File: src/logic/dpam_pkg.sv
// Constants and types for the dual-port memory port controller.
// Assumes one 25 MHz core clock and a device of 128K words of 9 bits.
package dpam_pkg;

   // Device geometry
   localparam int ADDR_W = 17;
   localparam int DATA_W = 9;
   localparam int TOKEN_ADDR_W = 3;
   localparam int TOKEN_COUNT = 8;

   // Mailbox words at the top of the array
   localparam logic [ADDR_W-1:0] MBOX_RIGHT_ADDR = 17'h1FFFF;
   localparam logic [ADDR_W-1:0] MBOX_LEFT_ADDR  = 17'h1FFFE;

   // Clock and pin timing, in ns
   localparam int CLK_PERIOD_NS = 40;
   localparam int ACCESS_NS = 20;
   localparam int BUSY_SETTLE_NS = 20;
   localparam int TOKEN_UPDATE_GAP_NS = 10;
   localparam int WRITE_PULSE_NS = 40;
   localparam int SYNC_STAGES = 2;

   // Cycle counts: least times round up, none below one cycle
   localparam logic [3:0] ACCESS_CYC =
      4'((ACCESS_NS + CLK_PERIOD_NS - 1) / CLK_PERIOD_NS + SYNC_STAGES);
   localparam logic [3:0] BUSY_SETTLE_CYC =
      4'((BUSY_SETTLE_NS + CLK_PERIOD_NS - 1) / CLK_PERIOD_NS + SYNC_STAGES);
   localparam logic [3:0] GAP_CYC =
      4'((TOKEN_UPDATE_GAP_NS + CLK_PERIOD_NS - 1) / CLK_PERIOD_NS);
   localparam logic [3:0] WRITE_PULSE_CYC =
      4'((WRITE_PULSE_NS + CLK_PERIOD_NS - 1) / CLK_PERIOD_NS);
   localparam logic [7:0] TOKEN_POLL_MAX = 8'h10;

   // Token values on data bit zero
   localparam logic TOKEN_REQUEST = 1'b0;
   localparam logic TOKEN_RELEASE = 1'b1;

   typedef enum logic [2:0] {
      CMD_MEM_READ   = 3'h0,
      CMD_MEM_WRITE  = 3'h1,
      CMD_TOKEN_TAKE = 3'h2,
      CMD_TOKEN_GIVE = 3'h3,
      CMD_TOKEN_READ = 3'h4
   } dpam_cmd_e;

   typedef struct packed {
      dpam_cmd_e         kind;
      logic [ADDR_W-1:0] addr;
      logic [DATA_W-1:0] wdata;
   } dpam_cmd_s;

   typedef struct packed {
      logic              ce_n;
      logic              rw_n;
      logic              oe_n;
      logic              token_latch_select_n;
      logic [ADDR_W-1:0] addr;
      logic [DATA_W-1:0] data_out;
      logic              data_oe_n;
   } dpam_pins_s;

   localparam dpam_pins_s PINS_IDLE = '{
      ce_n: 1'b1, rw_n: 1'b1, oe_n: 1'b1, token_latch_select_n: 1'b1,
      addr: '0, data_out: '0, data_oe_n: 1'b1};

endpackage

File: src/logic/dpam_sync.sv
// Two-stage synchroniser for pin inputs.
// Assumes inputs come from outside the core clock domain.
`timescale 1ns/10ps
module dpam_sync #(
   parameter int W = 1
) (
   input  wire logic         core_clk,
   input  wire logic         srst,
   input  wire logic [W-1:0] async_in,
   input  wire logic [W-1:0] rst_val,
   output logic      [W-1:0] sync_out
);
   logic [W-1:0] meta_q;

   // First stage feeds only the second stage
   always_ff @(posedge core_clk) begin
      if (srst) begin
         meta_q   <= rst_val;
         sync_out <= rst_val;
      end else begin
         meta_q   <= async_in;
         sync_out <= meta_q;
      end
   end

endmodule

File: src/logic/dpam_port_ctrl.sv
// Controller for one port of an asynchronous dual-port memory.
// Assumes the device pins are wired directly; busy, interrupt and data
// inputs are asynchronous and are synchronised here.
`timescale 1ns/10ps
module dpam_port_ctrl (
   input  wire logic                        core_clk,
   input  wire logic                        srst,
   // User command side
   input  wire logic                        cmd_valid,
   input  wire dpam_pkg::dpam_cmd_s         cmd,
   output logic                             cmd_ready,
   output logic                             resp_valid,
   output logic [dpam_pkg::DATA_W-1:0]      resp_data,
   output logic                             resp_token_owned,
   output logic                             mbox_irq,
   output logic                             busy_seen,
   // Device pins
   output dpam_pkg::dpam_pins_s             pins,
   input  wire logic [dpam_pkg::DATA_W-1:0] data_in,
   input  wire logic                        busy_n,
   input  wire logic                        int_n
);

   typedef enum logic [6:0] {
      ST_IDLE    = 7'h01,
      ST_SELECT  = 7'h02,
      ST_STROBE  = 7'h04,
      ST_RELEASE = 7'h08,
      ST_GAP     = 7'h10,
      ST_WAIT_RD = 7'h20,
      ST_DONE    = 7'h40
   } dpam_state_e;

   localparam int SYNC_W = dpam_pkg::DATA_W + 2;

   dpam_state_e                  state_q;
   dpam_pkg::dpam_cmd_s          cmd_q;
   dpam_pkg::dpam_pins_s         pins_q;
   logic [3:0]                   cnt_q;
   logic [7:0]                   poll_q;
   logic [SYNC_W-1:0]            sync_vec;
   logic [dpam_pkg::DATA_W-1:0]  din_s;
   logic                         busy_s_n;
   logic                         int_s_n;
   logic                         is_write;
   logic                         is_token;
   logic                         cnt_zero;

   ////////////////////////////////////////////////////////////////////////////
   // Input synchronisation

   dpam_sync #(
      .W (SYNC_W)
   ) u_sync (
      .core_clk (core_clk),
      .srst     (srst),
      .async_in ({busy_n, int_n, data_in}),
      .rst_val  ('1),
      .sync_out (sync_vec)
   );

   assign busy_s_n = sync_vec[SYNC_W-1];
   assign int_s_n  = sync_vec[SYNC_W-2];
   assign din_s    = sync_vec[dpam_pkg::DATA_W-1:0];

   // Command decode
   assign is_write = (cmd_q.kind == dpam_pkg::CMD_MEM_WRITE) ||
                     (cmd_q.kind == dpam_pkg::CMD_TOKEN_TAKE) ||
                     (cmd_q.kind == dpam_pkg::CMD_TOKEN_GIVE);
   assign is_token = (cmd_q.kind == dpam_pkg::CMD_TOKEN_TAKE) ||
                     (cmd_q.kind == dpam_pkg::CMD_TOKEN_GIVE) ||
                     (cmd_q.kind == dpam_pkg::CMD_TOKEN_READ);
   assign cnt_zero = (cnt_q == 4'h0);

   ////////////////////////////////////////////////////////////////////////////
   // Sequencer and pin drive

   always_ff @(posedge core_clk) begin
      if (srst) begin
         state_q <= ST_IDLE;
         cmd_q   <= '0;
         pins_q  <= dpam_pkg::PINS_IDLE;
         cnt_q   <= 4'h0;
         poll_q  <= 8'h00;
      end else begin
         if (!cnt_zero) begin
            cnt_q <= cnt_q - 4'h1;
         end
         case (state_q)
            ST_IDLE: begin
               if (cmd_valid) begin
                  cmd_q  <= cmd;
                  poll_q <= dpam_pkg::TOKEN_POLL_MAX;
                  cnt_q  <= dpam_pkg::BUSY_SETTLE_CYC;
                  state_q <= ST_SELECT;
                  pins_q.rw_n <= 1'b1;
                  if ((cmd.kind == dpam_pkg::CMD_MEM_READ) ||
                      (cmd.kind == dpam_pkg::CMD_MEM_WRITE)) begin
                     pins_q.ce_n <= 1'b0;
                     pins_q.token_latch_select_n <= 1'b1;
                     pins_q.addr <= cmd.addr;
                  end else begin
                     pins_q.ce_n <= 1'b1;
                     pins_q.token_latch_select_n <= 1'b0;
                     pins_q.addr <= {{(dpam_pkg::ADDR_W-dpam_pkg::TOKEN_ADDR_W){1'b0}},
                                     cmd.addr[dpam_pkg::TOKEN_ADDR_W-1:0]};
                  end
                  if (cmd.kind == dpam_pkg::CMD_MEM_READ ||
                      cmd.kind == dpam_pkg::CMD_TOKEN_READ) begin
                     // output enable with the chosen select
                     pins_q.oe_n <= 1'b0;
                     pins_q.data_oe_n <= 1'b1;
                  end else begin
                     pins_q.oe_n <= 1'b1;
                     pins_q.data_oe_n <= 1'b0;
                     if (cmd.kind == dpam_pkg::CMD_TOKEN_TAKE) begin
                        pins_q.data_out <= {{(dpam_pkg::DATA_W-1){1'b1}},
                                            dpam_pkg::TOKEN_REQUEST};
                     end else if (cmd.kind == dpam_pkg::CMD_TOKEN_GIVE) begin
                        pins_q.data_out <= {dpam_pkg::DATA_W{dpam_pkg::TOKEN_RELEASE}};
                     end else begin
                        pins_q.data_out <= cmd.wdata;
                     end
                  end
               end
            end
            ST_SELECT: begin
               // wait for busy to settle and, on array accesses, clear
               if (cnt_zero && (is_token || busy_s_n)) begin
                  if (is_write) begin
                     pins_q.rw_n <= 1'b0;
                     cnt_q <= dpam_pkg::WRITE_PULSE_CYC;
                     state_q <= ST_STROBE;
                  end else begin
                     cnt_q <= dpam_pkg::ACCESS_CYC;
                     state_q <= ST_WAIT_RD;
                  end
               end
            end
            ST_STROBE: begin
               // end strobe when the write pulse count runs out, busy or not; release checks busy
               if (cnt_zero) begin
                  pins_q.rw_n <= 1'b1;
                  state_q <= ST_RELEASE;
               end
            end
            ST_RELEASE: begin
               pins_q.ce_n <= 1'b1;
               pins_q.token_latch_select_n <= 1'b1;
               pins_q.data_oe_n <= 1'b1;
               if (!is_token && !busy_s_n) begin
                  // Busy arrived during the write: repeat it
                  pins_q.ce_n <= 1'b0;
                  pins_q.data_oe_n <= 1'b0;
                  cnt_q <= dpam_pkg::BUSY_SETTLE_CYC;
                  state_q <= ST_SELECT;
               end else if (cmd_q.kind == dpam_pkg::CMD_TOKEN_TAKE) begin
                  cnt_q <= dpam_pkg::GAP_CYC;
                  state_q <= ST_GAP;
               end else begin
                  state_q <= ST_DONE;
               end
            end
            ST_GAP: begin
               if (cnt_zero) begin
                  pins_q.token_latch_select_n <= 1'b0;
                  pins_q.oe_n <= 1'b0;
                  cnt_q <= dpam_pkg::ACCESS_CYC;
                  state_q <= ST_WAIT_RD;
               end
            end
            ST_WAIT_RD: begin
               if (cnt_zero) begin
                  if (!is_token && !busy_s_n) begin
                     // Lost arbitration: data not valid yet
                     cnt_q <= dpam_pkg::ACCESS_CYC;
                  end else begin
                     pins_q.ce_n <= 1'b1;
                     pins_q.token_latch_select_n <= 1'b1;
                     pins_q.oe_n <= 1'b1;
                     // keep polling while the other side holds it, up to TOKEN_POLL_MAX retries
                     if (cmd_q.kind == dpam_pkg::CMD_TOKEN_TAKE &&
                         din_s[0] != dpam_pkg::TOKEN_REQUEST &&
                         poll_q != 8'h00) begin
                        poll_q <= poll_q - 8'h01;
                        cnt_q <= dpam_pkg::GAP_CYC;
                        state_q <= ST_GAP;
                     end else begin
                        state_q <= ST_DONE;
                     end
                  end
               end
            end
            ST_DONE: begin
               state_q <= ST_IDLE;
            end
            default: begin
               state_q <= ST_IDLE;
               pins_q <= dpam_pkg::PINS_IDLE;
            end
         endcase
      end
   end

   ////////////////////////////////////////////////////////////////////////////
   // Response and status registers

   always_ff @(posedge core_clk) begin
      if (srst) begin
         resp_valid       <= 1'b0;
         resp_data        <= '0;
         resp_token_owned <= 1'b0;
      end else begin
         resp_valid <= (state_q == ST_DONE);
         if (state_q == ST_WAIT_RD && cnt_zero && (is_token || busy_s_n)) begin
            resp_data <= din_s;
            // zero on bit zero means this side holds it
            resp_token_owned <= is_token && (din_s[0] == dpam_pkg::TOKEN_REQUEST);
         end else if (state_q == ST_IDLE && cmd_valid) begin
            resp_data        <= '0;
            resp_token_owned <= 1'b0;
         end
      end
   end

   // Ready, interrupt level and busy level
   always_ff @(posedge core_clk) begin
      if (srst) begin
         cmd_ready <= 1'b0;
         mbox_irq  <= 1'b0;
         busy_seen <= 1'b0;
      end else begin
         cmd_ready <= (state_q == ST_IDLE) && !cmd_valid;
         mbox_irq  <= !int_s_n;
         busy_seen <= !busy_s_n;
      end
   end

   assign pins = pins_q;

endmodule

File: config.mk
export PLATFORM = sky130hd
export DESIGN_NAME = dpam_port_ctrl
export DESIGN_NICKNAME = d
export VERILOG_FILES = /design/src/logic/dpam_pkg.sv /design/src/logic/dpam_sync.sv /design/src/logic/dpam_port_ctrl.sv
export SDC_FILE = /design/constraint.sdc
export NUM_CORES = 1
export LEC_CHECK = 0
export ABC_AREA = 1
export BUFFER_PORTS_ARGS = -buffer_cell sky130_fd_sc_hd__buf_4
export CAP_MARGIN = 20
export CORE_MARGIN = 4
export CORE_UTILIZATION = 54
export CTS_CLUSTER_DIAMETER = 60
export DETAILED_ROUTE_END_ITERATION = 8
export PLACE_DENSITY = 0.8
export SYNTH_ARGS = -nofsm -noshare
export SYNTH_HDL_FRONTEND = slang
export SYNTH_HIERARCHICAL = 1
export SYNTH_SLANG_ARGS = --single-unit
File: constraint.sdc
create_clock -name core_clk -period 2.4 [get_ports core_clk]
set_clock_uncertainty 0.05 [all_clocks]
set_input_delay 0.24 -clock core_clk [delete_from_list [all_inputs] [get_ports core_clk]]
set_output_delay 0.24 -clock core_clk [all_outputs]
set_load 0.01 [all_outputs]
# Word-level counts from Yosys, hierarchy flattened
# Index checks and enable logic that the tools add are counted.
totals:
  wordCells: 147
  ff_bits: 89
classes:
  add_sub_neg: 2
  eq_ne: 24
  bitwise_logic: 7
  n_reduce_logical: 41
  muxes: 54
ops:
  columns: ["cell", "count"]
  rows:
  - ["2-to-1 mux 7 bit", 9]
  - ["case mux 26 bit (2 select lines)", 1]
  - ["2-to-1 mux 9 bit", 5]
  - ["case mux 7 bit (6 select lines)", 1]
  - ["2-to-1 mux 4 bit", 9]
  - ["2-to-1 mux 8 bit", 4]
  - ["2-to-1 mux 31 bit", 1]
  - ["case mux 4 bit (5 select lines)", 1]
  - ["AND reduction 5 bit", 4]
  - ["2-to-1 mux 18 bit", 1]
  - ["!= test 2 bit (second input constant)", 9]
  - ["case mux 1 bit (4 select lines)", 4]
  - ["case mux 8 bit (2 select lines)", 1]
  - ["== test 3 x 2 -> 1 bit (second input constant)", 4]
  - ["OR reduction 4 bit", 3]
  - ["2-to-1 mux 1 bit", 11]
  - ["logical AND 1 bit", 9]
  - ["2-to-1 mux 2 bit", 4]
  - ["nonzero test 8 bit", 1]
  - ["subtractor 8 x 1 -> 8 bit (second input constant)", 1]
  - ["== test 7 x 1 -> 1 bit (second input constant)", 1]
  - ["== test 7 x 2 -> 1 bit (second input constant)", 1]
  - ["== test 7 x 3 -> 1 bit (second input constant)", 1]
  - ["== test 7 x 4 -> 1 bit (second input constant)", 1]
  - ["21 further kinds", 41]

# Logic depth before layout (Yosys ltp)
# Gate-level depths: netlist of run 1.
logic_depth:
  ltp_word: 8
  mapped_depth: 13
  mapped_depth_nobuf: 13

# Modules after synthesis
# Netlist of run 1, hierarchy kept.
by_module_without_submodules:
  columns: ["module", "cells_per_inst", "n_inst", "area_each_um2", "seq_area_each_um2"]
  rows:
  - ["dpam_port_ctrl", 477, 1, 3283.1, 1341.3]
  - ["dpam_sync", 81, 1, 680.7, 440.4]

# Worst setup path before layout of run 1
# OpenSTA, ideal clock, no wires.
synth_path:
  path_type: "register to register"
  startpoint: "reg cnt_q[0]"
  endpoint: "reg cnt_q[0]"
  path_slack_ns: 0.502
  required_ns: 2.233
  path_stages_with_launch: 13
  arrival_time_ns: 1.731
  period_less_slack_ns: 1.898
  cell_sequence: "dfxtp_1 inv_1 ha_1 nand2_1 nor2_1 inv_2 ha_1 o21ai_0 nand3_1 nor2_1 nand2_1 nor2_1 nor2_1"
synth_between:
  elab_chain_len: 6
synth_lines:
  columns: ["item", "line", "text"]
  rows:
  - ["start: declaration", "dpam_port_ctrl.sv:39", "logic [3:0] cnt_q;"]
  - ["start signal: assignment", "dpam_port_ctrl.sv:87", "cnt_q <= cnt_q - 4'h1;"]
  - ["start signal: assignment", "dpam_port_ctrl.sv:94", "cnt_q <= dpam_pkg::BUSY_SETTLE_CYC;"]
  - ["start signal: assignment", "dpam_port_ctrl.sv:132", "cnt_q <= dpam_pkg::WRITE_PULSE_CYC;"]
  - ["subtractor 4 x 1 -> 4 bit or zero test 4 bit (tied branches)", "dpam_port_ctrl.sv:87, dpam_port_ctrl.sv:73", null]
  - ["2-to-1 mux 4 bit", "dpam_port_ctrl.sv:86", "if (!cnt_zero) begin"]
  - ["2-to-1 mux 4 bit", "dpam_port_ctrl.sv:182", "if (cmd_q.kind == dpam_pkg::CMD_TOKEN_TAKE &&"]
  - ["2-to-1 mux 4 bit", "dpam_port_ctrl.sv:174", "if (!is_token && !busy_s_n) begin"]
  - ["2-to-1 mux 4 bit", "dpam_port_ctrl.sv:173", "if (cnt_zero) begin"]
  - ["case mux 4 bit (5 select lines) (*)", "dpam_port_ctrl.sv:89", "case (state_q)"]
# Mark *: on every way between the ends. The rest lies on a longest branch, timed or not.
# A chain may end at the register's enable or synchronous reset.

# Worst setup path in the final report of run 1
# Ends and elaborated chain as after synthesis.

==> impl_metrics.csv, run 1 <==
group,metric,value,unit
timing,setup_viol,0,
yosys,muxShareOfSynthArea,0.284,%
critical_path,worstPathArrival,2.32,ns
detailed_routing,drc_errors,0,
yosys,synthAdderAreaFrac,0.947,%
detailed_routing,drt_iter0_markers,302,
global_route,grt_max_degree,51,
clocking,insertion_delay,0.36,ns
power,irDropWorstVdd,0.457,mV
yosys,post_synth_num_cell_types,34,
timing,worst_slew_pin_slew,0.563,ns
power,power.internal,2.42,mW
detailed_routing,wl_per_cell,12.3,µm
clocking,cts-root-buf,"clkbuf_8",
yosys,ys_top_cells_by_area,"dfxtp_1 45%, nand2_1 18%, nor2_1 7.7%",
finish,final_common_cell,"nand2_1",
placement,hpwl,6810,µm
yosys,syn_inst,558,
clocking,cts_sinks,89,
yosys,synth-seq-cells,89,
timing,setup-tns-final,0,ns
global_route,grt_overflow,0,
clocking,cts_tree,"built",
power,power_density,752,nW/µm²
timing,slew_headroom,62.4,%
power,p_seq_share,46.1,%
die,row_count,30,
placement,place_congestion,0.968,
detailed_routing,vias_per_cell,4.92,
detailed_routing,finalWirelength,9320,µm
finish,antennaDiodeCount,0,
yosys,synth_top_family_by_area,"simple AND/OR/NAND/NOR gates",
global_route,first_global_vias,3360,
yosys,syn_area,3960,µm²
clocking,path_clk_slew,0.09,ns
critical_path,required,2.60,ns
critical_path,critPathCaptureType,"flip-flop",
die,die_area,8780,µm²
yosys,async_flop_share,0,%
global_route,grt_pass1_wl,15300,µm
finish,drive_gt1_share,21.7,%
timing,min_period_over_period,88.2,%
global_route,antenna_found_initial,0,
power,power,3.67,mW
clocking,clockBufferDepth,2,
run_status,status,"finished clean",
die,coreArea,6940,µm²
timing,hold_violations,0,
yosys,synth_top_area_share,44.9,%
placement,dpl_cell_area,4700,µm²
timing,period_needed,2.12,ns
job,cap_violations,0,
yosys,ys_warn_count,6,
finish,final_area,4890,µm²
clocking,cts_resized,0,
yosys,synth_xor_area_share,1.33,%
yosys,yosysSeqAreaShare,44.9,%
finish,syn2layout_area_growth,23.3,%
yosys,synth_edf_count,0,
timing,report.final.slew_viol_count,0,
power,power.switching,1.26,mW
clocking,cts_hold_buf,0,
power,p_sw_share,34.2,%
finish,final_cell_mix,"195 x nand2_1, 90 x buf_4, 89 x dfxtp_1",
global_route,grt_use_total,21.5,%
timing,clock.fmax,0.472,GHz
clocking,cts_setup_buffers,0,
clocking,cts_inserted_buffers,9,
timing,rsz0062_at_grt,"no",
die,die_w,93.7,µm
yosys,synth-compound-area-share,9.79,%
placement,numPortBuffers,87,
die,ios,88,
yosys,yosys.area_share.simple,36.0,%
critical_path,startpoint_type,"flip-flop",
power,clockPowerShare,26.5,%
critical_path,worstSetupPathType,"reg -> reg",
finish,fillers,597,
detailed_routing,drtAntennaViolNets,0,
yosys,synth_top_area_cell,"dfxtp_1",
yosys,synth_ff_type,"dfxtp_1",
detailed_routing,dr.pass1.iters,5,
power,leakagePower,2.42,nW
power,power_frac_comb,27.5,%
die,start_util,57.1,%
yosys,synth.avg_cell_area,7.10,µm²
min_path,hold_class,"in -> reg",
die,fp.dieH,93.7,µm
finish,nets,701,
detailed_routing,num_vias,3716,
critical_path,cp_max_fo,9,
clocking,h-tree-depth,3,
-- per-stage QoR --
step	std cells	utilization [%]	worst slack, ns	hold slack [ns]
3_5_place_dp	740	67.7	0.320	0.334
5_1_grt	756	70.4	0.0774	0.0158
2_1_floorplan	568	-	0.502	0.293
3_3_place_gp	740	67.7	0.399	0.321
6_report	756	70.4	0.283	0.0107
4_1_cts	756	70.4	0.312	0.00306
-- Yosys cell counts, types with 2 or more instances --
cell,n
a21oi_1,38
a22oi_1,3
buf_2,3
buf_6,5
clkbuf_1,5
dfxtp_1,89
ha_1,3
inv_1,32
inv_2,9
nand2_1,195
nand2_2,5
nand2_4,2
nand3_1,21
nand3_2,2
nand3b_1,2
nand4_1,3
nor2_1,81
nor2_2,5
nor2_4,8
nor3_1,4
nor3_4,2
o211ai_1,4
o21ai_0,13
o21ai_1,10
xnor2_1,2
xor2_1,4
-- critical path, stage by stage, from the launching register on --
cell     delay [ns]
dfxtp_1        0.34
inv_1          0.10
ha_1           0.19
nand2_1        0.07
nor2_1         0.20
inv_2          0.15
ha_1           0.35
o21ai_0        0.19
nand3_1        0.09
nor2_1         0.10
nand2_1        0.05
nor2_1         0.08
nor2_1         0.04
-- flip-flops by register name (all words and copies together) (netlist names) --
register,flops
pins,31
resp_valid,1
state_q,7
cnt_q,4
busy_seen,1
mbox_irq,1
resp_data,9
poll_q,8
cmd_q,3
resp_token_owned,1
cmd_ready,1
u_sync/meta_q,11
u_sync/sync_out,11
-- area by class of cell --
| class | count | area (µm²) | share of cell area, % |
|---|---|---|---|
| flip-flops and latches | 89 | 1780 | 36.5 |
| clock buffers | 10 | 138 | 2.82 |
| multi-input cells | 423 | 1960 | 40.1 |
| repair buffers | 90 | 676 | 13.8 |
| inverters | 42 | 163 | 3.33 |
| clock inverters | 6 | 48.8 | 0.999 |
| well taps | 96 | 120 | 2.46 |
-- routing by layer --
layer	vias to the layer above	wire length [µm]	part of all wire (%)	GRT usage, %
li1	1939	-	-	-
met1	1635	3980	43	28.4
met2	128	4460	48	34.7
met3	14	749	8.0	4.57
met4	0	131	1.4	8.18
met5	-	0	0	0
-- power by group through the flow --
stage          clock (mW)  sequential [mW]  combinational, mW
2_1_floorplan           0             1.74              0.684
3_3_place_gp            0             1.72              0.969
3_5_place_dp            0             1.73              0.999
4_1_cts             0.987             1.69               1.01
5_1_grt              1.06             1.71               1.13
6_report            0.972             1.69               1.01
-- cells by family (layout without fill, tap and decap cells) --
| family | after synthesis | count (layout) |
|---|---|---|
| simple gates | 331 | 331 |
| other cells | 1 | 11 |
| buf+inv | 56 | 148 |
| xor+xnor | 6 | 6 |
| compound gates | 71 | 71 |
| mux | 1 | 1 |
| fa+ha+maj | 3 | 3 |
| flops | 89 | 89 |
-- worst paths after layout --
kind                 startpoint  slack, ns          endpoint  cells after the start
min reg2reg  u_sync/sync_out[9]       0.34          mbox_irq                      1
max                    cnt_q[0]       0.28          cnt_q[0]                     12
min                       int_n       0.01  u_sync/meta_q[9]                      3
max reg2reg            cnt_q[0]       0.28          cnt_q[0]                     12
Note: power is estimated with default switching activity, not from simulation.
==> inputs of run 2 (changes only) <==
--- a/config.mk
+++ b/config.mk
@@ -5,7 +5,6 @@
 export SDC_FILE = /design/constraint.sdc
 export NUM_CORES = 1
 export LEC_CHECK = 0
-export ABC_AREA = 1
 export BUFFER_PORTS_ARGS = -buffer_cell sky130_fd_sc_hd__buf_4
 export CAP_MARGIN = 20
 export CORE_MARGIN = 4
==> run 2 against run 1 <==
Setup slack worse by 0.24 ns. Highest routed layer unchanged. Clock power is 0.4% lower. Largest cell class unchanged. Worst hold slack improved by 0.017 ns. Synthesized cell count shrank 21%. Largest power group is now combinational logic. Die area down 0.14%. Final cell count fell by 12%.
==> impl_metrics.csv, run 2 <==
group,metric,value,unit
run_status,status,"finished clean",
power,p_sw_share,40.8,%
global_route,grt_overflow,0,
placement,dpl_cell_area,4930,µm²
power,power.switching,2.31,mW
die,fp.dieH,93.6,µm
detailed_routing,drtAntennaViolNets,0,
timing,setup_viol,0,
finish,antennaDiodeCount,0,
timing,min_period_over_period,98.2,%
die,die_w,93.6,µm
detailed_routing,drt_iter0_markers,293,
finish,finish.utilization,74.2,%
clocking,cts_tree,"built",
yosys,synth_top_area_share,45.0,%
die,coreArea,6940,µm²
critical_path,cp_max_fo,11,
timing,period_needed,2.36,ns
placement,place_congestion,0.970,
timing,slew_headroom,44.6,%
power,power.internal,3.36,mW
detailed_routing,num_vias,3808,
detailed_routing,drc_errors,0,
critical_path,worstPathArrival,2.53,ns
critical_path,critPathCaptureType,"flip-flop",
die,start_util,57.0,%
yosys,ys_warn_count,6,
finish,final_common_cell,"buf_4",
timing,clock.fmax,0.424,GHz
die,row_count,30,
power,p_seq_share,33.3,%
critical_path,startpoint_type,"flip-flop",
power,power_frac_comb,49.6,%
detailed_routing,dr.pass1.iters,8,
detailed_routing,wl_per_cell,16.1,µm
job,cap_violations,0,
clocking,cts_sinks,89,
yosys,synth-seq-cells,89,
critical_path,cp_slowest_stage_delay,0.47,ns
yosys,synth_top_area_cell,"dfxtp_1",
finish,fillers,540,
placement,hpwl,7680,µm
critical_path,r2r-end,"cnt_q[0]",
min_path,hold_class,"in -> reg",
die,die_area,8760,µm²
min_path,min-delay-start,"cmd_valid",
yosys,synth_most_common_cell,"dfxtp_1",
power,clockPowerShare,17.1,%
critical_path,cpMaxStageDelayCell,"or3b_2",
timing,worst_slew_pin_slew,0.830,ns
yosys,syn_area,3960,µm²
power,power_density,1100,nW/µm²
yosys,post_synth_num_cell_types,64,
clocking,cts_inserted_buffers,9,
finish,largest_reg_flops,31,
detailed_routing,finalWirelength,10700,µm
finish,syn2layout_area_growth,30.3,%
critical_path,worstSetupPathType,"reg -> reg",
yosys,ys_top_cells_by_count,"89 x dfxtp_1, 49 x a21oi_1, 43 x nand2_1, 35 x nand3_1",
die,ios,88,
detailed_routing,vias_per_cell,5.72,
yosys,ys_top_cells_by_area,"dfxtp_1 45%, mux2_2 6.8%, a21oi_1 6.2%",
critical_path,r2r_setup_slack,0.04,ns
yosys,async_flop_share,0,%
clocking,h-tree-depth,3,
min_path,holdPathStages,2,
timing,rsz0062_at_grt,"yes",
placement,numPortBuffers,87,
global_route,grt_pass1_wl,17300,µm
yosys,syn_inst,439,
critical_path,ff2ff_path_depth,8,
yosys,synth_ff_type,"dfxtp_1",
yosys,yosysSeqAreaShare,45.0,%
clocking,path_clk_slew,0.09,ns
finish,drive_gt1_share,32.1,%
min_path,hold-path-endpoint,"cmd_ready",
clocking,clockBufferDepth,2,
critical_path,crit_chain,"inv_1 -> ha_1 -> or3b_2 -> buf_4 -> ha_1 -> a21boi_0 -> a2111oi_2 -> a31oi_1",
power,irDropWorstVdd,0.553,mV
finish,final_area,5150,µm²
global_route,first_global_vias,3570,
global_route,antenna_found_initial,0,
clocking,cts-root-buf,"clkbuf_8",
critical_path,required,2.57,ns
global_route,grt_max_degree,79,
power,leakagePower,2.12,nW
critical_path,cpMostUsedCell,"ha_1",
timing,report.final.slew_viol_count,0,
finish,regArea,1780,µm²
critical_path,r2r-start,"cnt_q[1]",
clocking,insertion_delay,0.36,ns
finish,nets,611,
finish,multi_input_area,2090,µm²
yosys,synth_edf_count,0,
global_route,grt_use_total,24.7,%
yosys,synth.avg_cell_area,9.01,µm²
timing,hold_violations,0,
finish,final_cell_mix,"123 x buf_4, 89 x dfxtp_1, 49 x a21oi_1",
run 2: cell types whose count changed after synthesis, moves of 7 or more:
cell	previous run	this run
o21ai_0	13	24
nand2_1	195	43
nor2_4	8	0
inv_2	9	0
a21oi_1	38	49
nor2_1	81	17
nor3_1	4	12
mux2_2	1	24
nand2b_1	0	7
o21ai_1	10	1
nand3_1	21	35
inv_1	32	7
clkbuf_1	5	20
run 2: what timing repair did:
action | 4_1_cts | 5_1_grt
pin swaps | 1 | 1
gates resized for setup | 1 | 4
setup buffers | 2 | 1
endpoints found under the hold margin | 0 | 0
hold buffers | 0 | 0
setup endpoints to repair | 2 | 10
run 2: worst max-delay path by stage:
stage,to,startpoint
floorplan,pins[2],state_q[2]
global placement,pins[4],state_q[2]
detailed placement,cnt_q[0],cnt_q[1]
CTS,cnt_q[0],cnt_q[1]
global route,cnt_q[0],cnt_q[1]
finish,cnt_q[0],cnt_q[1]
run 2: critical path, delay by kind of cell (launching register included):
family	cells	cell delay, ns
buffers and inverters	2	0.26
DFF	1	0.33
AOI/OAI and AO/OA	3	0.60
and+or+nand+nor	1	0.47
adders and majority gates	2	0.53
run 2: cell type report:
| cell class | count | share of cell area [%] |
|---|---|---|
| multi-input combinational | 333 | 40.6 |
| sequential | 89 | 34.6 |
| timing repair buffer | 124 | 18.3 |
| clock buffer | 10 | 2.67 |
| tap | 96 | 2.33 |
| clock inverter | 6 | 0.947 |
| inverter | 8 | 0.583 |
run 2: per-stage QoR:
stage	power (mW)	TNS [ns]	hold WS, ns	cells	setup WS, ns
after detailed placement	4.56	0	0.331	647	0.0107
after global placement	4.49	0	0.323	647	0.125
after CTS	5.57	0	0.0145	665	0.0213
after global routing	6.01	-0.101	0.0213	666	-0.0519
after floorplan	3.59	0	0.269	460	0.126
final	5.67	0	0.0278	666	0.0436
run 2: cells by family (layout without fill, tap and decap cells):
kind of cell | after synthesis | count (layout) | share of synthesized area, %
xor gates and xnor gates | 3 | 3 | 0.664
DFF | 89 | 89 | 45.0
AOI/OAI and AO/OA | 121 | 121 | 19.7
other | 1 | 22 | 0.0948
and+or+nand+nor | 159 | 159 | 21.8
adders and majority gates | 3 | 3 | 0.949
muxes | 25 | 25 | 7.08
buffers and inverters | 38 | 148 | 4.68
run 2: metal layers:
metal / share of wire [%] / global-route usage, %
met5: 0 / 0
met3: 6.8 / 5.87
met2: 50 / 40.9
met1: 42 / 31.7
met4: 1.9 / 8.06
run 2: power groups by stage:
stage / logic [mW] / clock network, mW / registers (mW)
after global placement: 2.59 / 0 / 1.90
after floorplan: 1.66 / 0 / 1.94
after global routing: 3.04 / 1.05 / 1.92
after detailed placement: 2.64 / 0 / 1.92
final: 2.81 / 0.968 / 1.89
after CTS: 2.71 / 0.982 / 1.89
==> inputs of run 3 (changes only) <==
--- a/config.mk
+++ b/config.mk
@@ -12,6 +12,7 @@
 export CTS_CLUSTER_DIAMETER = 60
 export DETAILED_ROUTE_END_ITERATION = 8
 export PLACE_DENSITY = 0.8
+export RECOVER_POWER = 50
 export SYNTH_ARGS = -nofsm -noshare
 export SYNTH_HDL_FRONTEND = slang
 export SYNTH_HIERARCHICAL = 1
==> constraint.sdc (replaced) <==
create_clock -name core_clk -period 2.7 [get_ports core_clk]
set_clock_uncertainty 0.05 [all_clocks]
set_input_delay 0.27 -clock core_clk [delete_from_list [all_inputs] [get_ports core_clk]]
set_output_delay 0.27 -clock core_clk [all_outputs]
set_load 0.01 [all_outputs]
==> run 3 against run 2 <==
The run now ends with capacitance limit, slew limit left. Final area shrank 6.0%. Maximum frequency is 7.5% lower. Flip-flop and latch count unchanged. Critical path depth shrank 3. Critical endpoint is now pins[4].
==> impl_metrics.csv, run 3 (synthesized netlist as in run 2, its figures left out) <==
group,metric,value,unit
power,irDropWorstVdd,0.454,mV
timing,setup-tns-final,0,ns
global_route,first_global_vias,3585,
detailed_routing,drc_errors,0,
critical_path,worstPathArrival,2.78,ns
detailed_routing,finalWirelength,10600,µm
global_route,use_met3,4.83,%
clocking,cts_hold_buf,0,
placement,numPortBuffers,87,
timing,clock.fmax,0.392,GHz
job,cap_violations,1,
detailed_routing,drtAntennaViolNets,0,
clocking,insertion_delay,0.35,ns
finish,nets,589,
finish,syn2layout_area_growth,22.5,%
detailed_routing,wl_per_cell,16.5,µm
clocking,clockBufferDepth,2,
timing,report.final.slew_viol_count,43,
clocking,cts_setup_buffers,0,
clocking,cts_inserted_buffers,9,
timing,rsz0062_at_grt,"no",
power,power_density,1010,nW/µm²
timing,period_needed,2.55,ns
critical_path,worstSetupPathType,"reg -> reg",
critical_path,startpoint_type,"flip-flop",
placement,dp.cells,628,
die,row_count,30,
finish,final_common_cell,"dfxtp_1",
power,leakagePower,1.85,nW
global_route,top_usage_layer,"met2",
detailed_routing,vias_per_cell,5.77,
placement,place_congestion,0.928,
global_route,antenna_found_initial,0,
finish,drive_gt1_share,20.7,%
clocking,cts_resized,0,
clocking,h-tree-depth,3,
timing,worst_slew_pin_slew,1.88,ns
detailed_routing,dr.pass1.iters,5,
run_status,violations,"capacitance limit, slew limit",
clocking,cts_tree,"built",
run_status,status,"finished with violations",
die,start_util,57.0,%
detailed_routing,num_vias,3707,
die,ios,88,
timing,slew_headroom,-25.4,%
global_route,grt_overflow,0,
placement,dpl_cell_area,4770,µm²
global_route,grt_pass1_wl,17000,µm
die,die_w,93.6,µm
placement,hpwl,7440,µm
clocking,path_clk_slew,0.10,ns
finish,final_area,4850,µm²
global_route,grt_util_met1,30.8,%
global_route,use_met2,40.2,%
die,coreArea,6940,µm²
clocking,cts_sinks,89,
clocking,cts-root-buf,"clkbuf_8",
critical_path,critPathCaptureType,"flip-flop",
finish,largest_reg_flops,31,
die,die_area,8760,µm²
timing,hold_violations,0,
die,fp.dieH,93.6,µm
finish,antennaDiodeCount,0,
timing,setup_viol,0,
critical_path,cp_max_fo,10,
global_route,grt_max_degree,43,
timing,min_period_over_period,94.4,%
min_path,hold_class,"in -> reg",
critical_path,required,2.93,ns
finish,final_cells,643,
detailed_routing,drt_iter0_markers,214,
finish,final_cell_mix,"89 x dfxtp_1, 58 x buf_4, 49 x a21oi_1",
global_route,grt_use_total,24.1,%
[run 3: cell count changes in the layout (fill, tap and decap cells not counted), sizes merged]
cell / previous run / this run
clkinv: 5 / 2
bufinv: 0 / 3
clkbuf: 10 / 53
buf: 124 / 58
[run 3: where the power goes]
part / switching (mW) / total, mW / leakage [nW] / internal, mW
Combinational: 1.31 / 2.10 / 0.994 / 0.792
Clock: 0.487 / 1.11 / 0.122 / 0.619
Sequential: 0.164 / 1.70 / 0.731 / 1.54
[run 3: final timing paths]
kind	start	endpoint	slack, ns	depth (start not counted)
worst max register to register	state_q[2]	pins[4]	0.15	5
worst max-delay path	state_q[2]	pins[4]	0.15	5
worst min register to register	u_sync/sync_out[9]	mbox_irq	0.35	1
worst min-delay path	cmd_valid	cmd_ready	0.07	2
[run 3: per-stage QoR]
step,setup slack [ns],utilization [%],power [mW],hold WS [ns]
after floorplan,0.426,-,3.19,0.299
after global placement,0.271,68.7,3.80,0.322
after detailed placement,0.198,68.7,3.86,0.336
after CTS,0.174,72.2,4.97,0.0537
after global routing,0.00502,69.8,5.20,0.0723
final,0.151,69.8,4.91,0.0662
[run 3: critical path, stage by stage (launching register included)]
cell	delay [ns]
dfxtp_1	0.39
or4_4	0.63
or3_1	0.57
nor4_4	0.48
o21ai_0	0.18
a21oi_1	0.18
[run 3: final cells by class]
cell class	instances	area [µm²]
clock buffers	9	124
clock inverters	6	115
fillers	583	2100
inverters	8	30.0
multi-input cells	333	2080
flip-flops and latches	89	1780
well taps	96	120
repair buffers	102	601
[run 3: per-layer routing]
layer  share of wire, %  vias up
met5                  0        -
met2                 50      142
met4                1.7        0
met3                6.8       16
met1                 41     1758
li1                   -     1791
